[src/hbridge_pkg.sv]
// package: register map, field layout, timing constants for the h-bridge
// control block; assumes a 32-bit apb master and a 100 MHz system clock
package hbridge_pkg;
  localparam int          APB_AW          = 8;
  localparam logic [7:0]  ADDR_CTRL       = 8'h00;
  localparam logic [7:0]  ADDR_SETUP1     = 8'h04;
  localparam logic [7:0]  ADDR_SETUP2     = 8'h08;
  localparam logic [7:0]  ADDR_STATUS     = 8'h0C;
  localparam logic [7:0]  ADDR_RATIO      = 8'h10;
  localparam int          RATIO_W         = 5;
  localparam int          DELAY_W         = 8;
  localparam int          PREP_W          = 9;
  localparam int          BIT_MODE_BB     = 0;
  localparam int          BIT_START       = 5;
  localparam int          BIT_HALF        = 6;
  localparam int          BIT_AMP         = 7;
  localparam int          BIT_DONE        = 0;
  localparam int          BIT_BUSY        = 1;
  localparam int          BIT_DIM_SEEN    = 2;
  localparam int          BIT_SAMPLING    = 3;
  localparam int          RATIO_NUM_LSB   = 8;
  localparam logic [PREP_W-1:0] PREP_BASE = 9'h002;
  localparam int          SYNC_N          = 9;
  typedef enum logic [5:0] {
    D_IDLE  = 6'h01,
    D_DISCH = 6'h02,
    D_RECOV = 6'h04,
    D_BRAKE = 6'h08,
    D_HOLD  = 6'h10,
    D_DONE  = 6'h20
  } disch_state_t;
  typedef enum logic [2:0] {
    PH_A = 3'h1,
    PH_B = 3'h2,
    PH_C = 3'h4
  } sw_phase_t;
endpackage

[src/prep_if.sv]
// interface: preparation timer load, tick and expiry signals
// assumes both ends run on the system clock
`timescale 1ns/1ps
interface prep_if;
  logic                          load;
  logic [hbridge_pkg::DELAY_W-1:0] delay;
  logic                          tick;
  logic                          expired;
  modport ctrl  (output load, output delay, output tick, input expired);
  modport timer (input load, input delay, input tick, output expired);
endinterface

[src/hbridge_ctrl.sv]
// top: h-bridge switch patterns and fast output discharge sequencer
// assumes apb master on clk_sys_in; analog comparators and the oscillator
// arrive asynchronously and are synchronised here
//
// The placing of the registers and the APB slave port are this design's own decisions.
`timescale 1ns/1ps

module hbridge_ctrl
  import hbridge_pkg::*;
(
  input  wire logic              clk_sys_in,
  input  wire logic              rst_in,
  input  wire logic              psel_in,
  input  wire logic              penable_in,
  input  wire logic              pwrite_in,
  input  wire logic [APB_AW-1:0] paddr_in,
  input  wire logic [31:0]       pwdata_in,
  output logic      [31:0]       prdata_out,
  output logic                   pready_out,
  output logic                   pslverr_out,
  input  wire logic              osc_clk_in,
  input  wire logic              enable_in,
  input  wire logic              dimming_input_in,
  input  wire logic              valley_cmp_in,
  input  wire logic              peak_cmp_in,
  input  wire logic              target_cmp_in,
  input  wire logic              short_gnd_in,
  input  wire logic              current_zero_in,
  input  wire logic              ratio_over_in,
  output logic                   input_high_switch_out,
  output logic                   input_low_switch_out,
  output logic                   output_high_switch_out,
  output logic                   output_low_switch_out,
  output logic                   discharge_done_out,
  output logic                   voltage_sample_out,
  output logic                   reverse_current_out,
  output logic                   half_limit_out,
  output logic                   amp_reduce_out,
  output logic                   comp_discharge_out,
  output logic [RATIO_W-1:0]     ratio_num_out,
  output logic [RATIO_W-1:0]     ratio_den_out
);
  logic [SYNC_N-1:0] async_raw;
  logic [SYNC_N-1:0] sync_1;
  logic [SYNC_N-1:0] sync_2;
  logic              osc_d;
  logic              osc_tick;
  logic              en_s, dim_s, valley_s, peak_s, target_s;
  logic              short_s, zero_s, over_s;

  assign async_raw = {ratio_over_in, current_zero_in, short_gnd_in,
                      target_cmp_in, peak_cmp_in, valley_cmp_in,
                      dimming_input_in, enable_in, osc_clk_in};
  genvar g;
  generate
    for (g = 0; g < SYNC_N; g++) begin : gen_sync
      always_ff @(posedge clk_sys_in) begin
        if (rst_in) begin
          sync_1[g] <= 1'b0;
          sync_2[g] <= 1'b0;
        end else begin
          sync_1[g] <= async_raw[g];
          sync_2[g] <= sync_1[g];
        end
      end
    end
  endgenerate
  assign {over_s, zero_s, short_s, target_s, peak_s, valley_s,
          dim_s, en_s} = sync_2[SYNC_N-1:1];

  always_ff @(posedge clk_sys_in) begin
    if (rst_in) begin
      osc_d <= 1'b0;
    end else begin
      osc_d <= sync_2[0];
    end
  end
  assign osc_tick = sync_2[0] && !osc_d;

  prep_if prep ();
  prep_timer u_prep (
    .clk_sys_in (clk_sys_in),
    .rst_in     (rst_in),
    .prep       (prep.timer)
  );

  // register and sequencer state
  logic               mode_bb, next_mode_bb;
  logic [RATIO_W-1:0] den, next_den, num, next_num;
  logic               half, next_half, amp, next_amp;
  logic [DELAY_W-1:0] dly, next_dly;
  logic               done_flag, next_done_flag;
  logic               dim_seen, next_dim_seen;
  logic               sampling, next_sampling;
  disch_state_t       dstate, next_dstate;
  sw_phase_t          phase, next_phase;
  logic [3:0]         gates, next_gates;
  logic               done_pin, next_done_pin;
  logic [31:0]        rdata, next_rdata;
  logic               wr_en, rd_setup, start_req, active;

  assign wr_en    = psel_in && penable_in && pwrite_in;
  assign rd_setup = psel_in && !penable_in && !pwrite_in;
  // start bit value 0x20 in the setup write
  // start is a pulse, never stored
  assign start_req = wr_en && (paddr_in == ADDR_SETUP1) &&
                     pwdata_in[BIT_START];
  assign active = (dstate != D_IDLE);
  assign prep.delay = dly;
  assign prep.tick  = osc_tick;

  always_comb begin
    next_mode_bb   = mode_bb;
    next_den       = den;
    next_num       = num;
    next_half      = half;
    next_amp       = amp;
    next_dly       = dly;
    next_done_flag = done_flag;
    next_dim_seen  = dim_seen;
    next_sampling  = sampling;
    next_dstate    = dstate;
    next_phase     = phase;
    next_gates     = gates;
    next_done_pin  = done_pin;
    next_rdata     = rdata;
    prep.load      = 1'b0;
    if (!en_s) begin
      next_dim_seen = 1'b0;
    end else if (dim_s) begin
      next_dim_seen = 1'b1;
    end
    if (wr_en) begin
      if (paddr_in == ADDR_CTRL) begin
        next_mode_bb = pwdata_in[BIT_MODE_BB];
      end else if (paddr_in == ADDR_SETUP1) begin
        next_half = pwdata_in[BIT_HALF];
        next_amp  = pwdata_in[BIT_AMP];
        if (pwdata_in[BIT_START]) begin
          next_num = pwdata_in[RATIO_W-1:0];
        end else begin
          next_den      = pwdata_in[RATIO_W-1:0];
          next_sampling = 1'b1;
        end
      end else if (paddr_in == ADDR_SETUP2) begin
        next_dly = pwdata_in[DELAY_W-1:0];
      end else if (paddr_in == ADDR_STATUS) begin
        if (pwdata_in[BIT_DONE]) begin
          next_done_flag = 1'b0;
        end
      end
    end
    if (rd_setup) begin
      next_rdata = 32'h0000_0000;
      if (paddr_in == ADDR_CTRL) begin
        next_rdata[BIT_MODE_BB] = mode_bb;
      end else if (paddr_in == ADDR_SETUP1) begin
        next_rdata[RATIO_W-1:0] = den;
        next_rdata[BIT_HALF]    = half;
        next_rdata[BIT_AMP]     = amp;
      end else if (paddr_in == ADDR_SETUP2) begin
        next_rdata[DELAY_W-1:0] = dly;
      end else if (paddr_in == ADDR_STATUS) begin
        next_rdata[BIT_DONE]     = done_flag;
        next_rdata[BIT_BUSY]     = active;
        next_rdata[BIT_DIM_SEEN] = dim_seen;
        next_rdata[BIT_SAMPLING] = sampling;
      end else if (paddr_in == ADDR_RATIO) begin
        next_rdata[RATIO_W-1:0] = den;
        next_rdata[RATIO_NUM_LSB +: RATIO_W] = num;
      end
    end
    case (dstate)
      D_IDLE: begin
        // start on completion of the start write
        // short to ground refuses the start
        if (start_req && !short_s && dim_seen && en_s) begin
          prep.load     = 1'b1;
          next_sampling = 1'b0;
          next_done_pin = 1'b0;
          next_dstate   = over_s ? D_HOLD : D_DISCH;
        end
      end
      D_DISCH: begin
        if (target_s) begin
          next_dstate = D_RECOV;
        end
      end
      D_RECOV: begin
        if (zero_s) begin
          next_dstate = D_BRAKE;
        end
      end
      D_BRAKE, D_HOLD: begin
        // wait for prep expiry only
        if (prep.expired) begin
          next_dstate   = D_DONE;
          next_done_pin = 1'b1;
        end
      end
      D_DONE: begin
        next_dstate = D_IDLE;
        next_phase  = PH_A;
      end
      default: next_dstate = D_IDLE;
    endcase
    if (active && dstate != D_DONE && short_s) begin
      next_dstate   = D_IDLE;
      next_phase    = PH_A;
      next_done_pin = 1'b0;
    end
    // sticky done flag, set wins over clear
    if (next_dstate == D_DONE) begin
      next_done_flag = 1'b1;
    end
    // gate order: input high, input low, output high, output low
    if (next_dstate == D_IDLE) begin
      if (osc_tick || dstate != D_IDLE) begin
        next_phase = PH_A;
      end else begin
        case (phase)
          PH_A: if (valley_s) next_phase = PH_B;
          PH_B: if (mode_bb && peak_s) next_phase = PH_C;
          default: next_phase = phase;
        endcase
      end
      if (!mode_bb) begin
        // cycle starts with input low on
        next_gates = (next_phase == PH_A) ? 4'h6 : 4'hA;
      end else begin
        // all four switch, direct transfer in last phase
        case (next_phase)
          PH_A:    next_gates = 4'h6;
          PH_B:    next_gates = 4'h9;
          default: next_gates = 4'hA;
        endcase
      end
    end else if (next_dstate == D_DISCH || next_dstate == D_RECOV) begin
      next_gates = 4'hA;
    end else if (next_dstate == D_BRAKE) begin
      next_gates = 4'h5;
    end else begin
      // output held while comp node discharges
      next_gates = 4'h0;
    end
  end

  always_ff @(posedge clk_sys_in) begin
    if (rst_in) begin
      mode_bb   <= 1'b0;
      den       <= '0;
      num       <= '0;
      half      <= 1'b0;
      amp       <= 1'b0;
      dly       <= '0;
      done_flag <= 1'b0;
      dim_seen  <= 1'b0;
      sampling  <= 1'b0;
      dstate    <= D_IDLE;
      phase     <= PH_A;
      gates     <= 4'h0;
      done_pin  <= 1'b0;
      rdata     <= 32'h0000_0000;
    end else begin
      mode_bb   <= next_mode_bb;
      den       <= next_den;
      num       <= next_num;
      half      <= next_half;
      amp       <= next_amp;
      dly       <= next_dly;
      done_flag <= next_done_flag;
      dim_seen  <= next_dim_seen;
      sampling  <= next_sampling;
      dstate    <= next_dstate;
      phase     <= next_phase;
      gates     <= next_gates;
      done_pin  <= next_done_pin;
      rdata     <= next_rdata;
    end
  end

  assign {input_high_switch_out, input_low_switch_out,
          output_high_switch_out, output_low_switch_out} = gates;
  assign discharge_done_out  = done_pin;
  assign voltage_sample_out  = sampling;
  assign reverse_current_out = (dstate == D_DISCH);
  assign half_limit_out      = (dstate == D_DISCH) && half;
  // amp reduce only during the sequence
  assign amp_reduce_out      = active && amp;
  assign comp_discharge_out  = active && !prep.expired;
  assign ratio_num_out       = num;
  assign ratio_den_out       = den;
  assign prdata_out          = rdata;
  assign pready_out          = psel_in && penable_in;
  assign pslverr_out         = pready_out && !(paddr_in == ADDR_CTRL ||
                               paddr_in == ADDR_SETUP1 ||
                               paddr_in == ADDR_SETUP2 ||
                               paddr_in == ADDR_STATUS ||
                               paddr_in == ADDR_RATIO);
endmodule

[src/prep_timer.sv]
// preparation timer counting switching-oscillator periods
// assumes tick is a one-cycle pulse per oscillator period
`timescale 1ns/1ps
module prep_timer
  import hbridge_pkg::*;
(
  input  wire logic clk_sys_in,
  input  wire logic rst_in,
  prep_if.timer     prep
);
  logic [PREP_W-1:0] count;
  logic [PREP_W-1:0] next_count;

  always_comb begin
    next_count = count;
    if (prep.load) begin
      next_count = PREP_BASE + {1'b0, prep.delay};
    end else if (prep.tick && count != '0) begin
      next_count = count - 9'h001;
    end
  end

  always_ff @(posedge clk_sys_in) begin
    if (rst_in) begin
      count <= '0;
    end else begin
      count <= next_count;
    end
  end

  assign prep.expired = (count == '0) && !prep.load;
endmodule
[config.mk]
export PLATFORM = sky130hd
export DESIGN_NAME = hbridge_ctrl
export DESIGN_NICKNAME = d
export VERILOG_FILES = /design/src/hbridge_pkg.sv /design/src/prep_if.sv /design/src/hbridge_ctrl.sv /design/src/prep_timer.sv
export SDC_FILE = /design/constraint.sdc
export NUM_CORES = 1
export LEC_CHECK = 0
export BUFFER_PORTS_ARGS = -buffer_cell sky130_fd_sc_hd__clkbuf_2
export CAP_MARGIN = 20
export CORE_UTILIZATION = 50
export DETAILED_ROUTE_END_ITERATION = 12
export PLACE_DENSITY = 0.88
export SYNTH_ARGS = -nofsm -noshare
export SYNTH_HDL_FRONTEND = slang
export SYNTH_SLANG_ARGS = --single-unit
[constraint.sdc]
create_clock -name clk_sys_in -period 5.1 [get_ports clk_sys_in]
set_input_delay 0.765 -clock clk_sys_in [delete_from_list [all_inputs] [get_ports clk_sys_in]]
set_output_delay 0.765 -clock clk_sys_in [all_outputs]
set_load 0.05 [all_outputs]
==> impl_metrics.py <==
metrics = {
    "critical_path": {
        "r2r-start": "dstate[3]",
        "crit_required_ns": 4.34,
        "cp-end-kind": "primary output",
        "cp_max_fo": 8,
        "startpoint_type": "register",
        "crit_arrival_ns": 2.34,
        "reg2reg_depth": 6,
        "endpoint": "comp_discharge_out",
        "crit_type": "reg -> out",
        "regToRegSetupSlack_ns": 2.15,
        "critPathLaunch": "dstate[3]",
        "reg2reg_to": "phase[2]",
    },
    "drt": {
        "postRouteAntennaNets": 0,
        "num_vias": 2979,
        "firstDrtPassIters": 5,
        "via_per_inst": 5.43,
        "avgRoutedWirePerCell_microns": 14.1,
        "drc": 0,
        "drt_wl_total_microns": 7770,
        "drtIter0Drc": 309,
    },
    "sta": {
        "maxSlewViolCount": 0,
        "finalCritPeriodShare": 0.609,
        "finClkSkew_ns": 0.0122,
        "slew_headroom": 0.425,
        "grt_setup_unrepaired": "no",
        "setup_viol": 0,
        "hold_violations": 0,
        "worst_slack_ns": 2.00,
        "tightestPinTransition_ns": 0.860,
        "tns_ns": 0,
        "period_needed_ns": 3.10,
        "fmax_ghz": 0.322,
    },
    "clock_network": {
        "post_cts_buffers": 0,
        "ctsResizeCount": 0,
        "hold_buffers": 0,
        "clkLatencyLatePin_ns": 0.35,
        "clock-sinks": 79,
        "cts_root_buf": "clkbuf_8",
        "cts_buffers": 9,
        "clk_pin_slew_ns": 0.08,
        "h-tree-depth": 3,
        "cts_tree": "done",
        "cts_buffer_depth": 2,
    },
    "power_and_ir_drop": {
        "p_clk_frac": 0.415,
        "p_per_area_nw_per_um2": 323,
        "p_switching_uw": 327,
        "p_comb_frac": 0.099,
        "total_power_mw": 1.31,
        "leakagePower_nw": 1.68,
        "power.internal_uw": 987,
        "switching_share": 0.249,
        "peakVddDrop_v": 0.000247,
        "p_seq_frac": 0.486,
    },
    "synth": {
        "synth_flop_cell": "dfxtp_1",
        "synth_edf_count": 0,
        "synth-seq-area-share": 0.445,
        "netlist_top_cells_area": "dfxtp_1 (45%), mux2i_1 (7.6%), nor2_1 (7.0%)",
        "ys_ff_latch": 79,
        "post-synth-top-count-cell": "dfxtp_1",
        "ys_top_cells_by_count": "dfxtp_1 (79), nor2_1 (66), mux2i_1 (27)",
        "synthArstFlopShare": 0,
        "synthCells": 392,
        "yosys_warnings": 0,
        "netlist.area_leader.share": 0.445,
        "synthesis.area_sq_um": 3550,
        "yosysTopAreaCell": "dfxtp_1",
        "synth.avg_cell_area_sq_um": 9.06,
        "synth_cell_types": 53,
    },
    "floorplanning": {
        "io_pins": 108,
        "dieArea_sq_um": 7450,
        "rows": 30,
        "core_sq_um": 6830,
        "die-width_microns": 86.3,
        "die_h_microns": 86.3,
        "start_util": 0.520,
    },
    "worst_hold_path": {
        "hold_class": "reg -> reg",
        "hold_start": "sync_1[3]",
    },
    "finish": {
        "area_growth_pct": 14.5,
        "num_antenna_cells": 0,
        "fin_nets": 505,
        "layout-drive-gt1-share": 0.196,
        "fin_util": 0.596,
    },
    "placed_design": {
        "hpwlAfterDp_microns": 5400,
        "portBuffers": 64,
        "preCtsSetupSlack_ns": 1.70,
        "gp_congestion": 0.853,
    },
    "status": {
        "status": "complete, no violations",
    },
    "run": {
        "cap_violations": 0,
    },
    "global_routing": {
        "antenna_found_initial": 0,
        "grt_pass1_vias": 2777,
        "grt-ovfl-total": 0,
        "grt_max_degree": 77,
        "grtUsageTotal": 0.219,
        "grt_pass1_wl_microns": 12700,
    },
}
## per-stage QoR
step | cell area, sq um | hold slack, ns | instances
CTS | 4070 | 0.439 | 549
finish | 4070 | 0.436 | 549
global placement | 3830 | 0.416 | 534
global route | 4070 | 0.455 | 549
floorplan | 3620 | 0.414 | 410
detailed placement | 3830 | 0.422 | 534
## power groups by stage
stage	registers, mW	clock network [mW]	logic, mW
global placement	0.652	0	0.126
CTS	0.638	0.550	0.129
global route	0.640	0.578	0.141
finish	0.638	0.546	0.130
detailed placement	0.653	0	0.128
floorplan	0.664	0	0.0973
## routing by layer
layer / track usage / up-vias / part of all wire
li1: - / 1441 / -
met1: 0.269 / 1400 / 0.42
met2: 0.356 / 119 / 0.50
met3: 0.0333 / 19 / 0.051
met4: 0.145 / 0 / 0.029
met5: 0 / - / 0
## placed cells by master, fill, tap and decap left out, types with 7 or more instances in the layout
cell / Yosys / routed
clkbuf_2: 0 / 64
a211oi_1: 9 / 9
nor2_1: 66 / 66
dfxtp_1: 79 / 79
clkbuf_8: 0 / 9
mux2i_1: 27 / 27
o21ai_0: 7 / 7
conb_1: 1 / 19
nand3_1: 13 / 13
nand2_1: 13 / 13
nor2b_1: 24 / 24
nor3_1: 7 / 7
a21oi_1: 14 / 14
xnor2_1: 13 / 13
## flip-flops by register name, indices dropped and copies added (netlist names), 3 cells and up
name and count:
dstate 6, phase 3, gates 4, dly 8
sync_1 9, u_prep.count 9, ratio_den_out 5, ratio_num_out 5
prdata_out 13
## area by class of cell
type | count | area [sq um]
Clock buffer | 9 | 124
Sequential cell | 79 | 1580
Clock inverter | 6 | 110
Timing Repair Buffer | 66 | 335
Inverter | 6 | 22.5
Fill cell | 577 | 2760
Tap cell | 96 | 120
Multi-Input combinational cell | 287 | 1780
## critical path, cell delays in order (launching register included)
cell and delay (ns):
dfxtp_1 0.39, or4_4 0.57, nor3b_1 0.60, nor2_1 0.16
clkbuf_2 0.28
## worst min path at each step
stage                endpoint  slack (ns)  cells past startpoint
floorplan               dim_s        0.41                      1
global placement    sync_2[0]        0.42                      1
detailed placement   valley_s        0.42                      1
CTS                  valley_s        0.44                      1
global route         valley_s        0.45                      1
finish               valley_s        0.44                      1
## kinds of logic (layout without fill, tap and decap cells)
group,count (synthesis),in the layout,share of synthesized area
flip-flops,79,79,0.445
AND/OR/NAND/NOR,167,167,0.249
buffers and inverters,44,87,0.0743
multiplexers,27,27,0.0761
AO/OA/AOI/OAI,56,56,0.108
adder cells (fa/ha/maj),2,2,0.00704
XOR/XNOR,16,16,0.0394
other,1,19,0.00106
(Power assumes the default switching activity.)
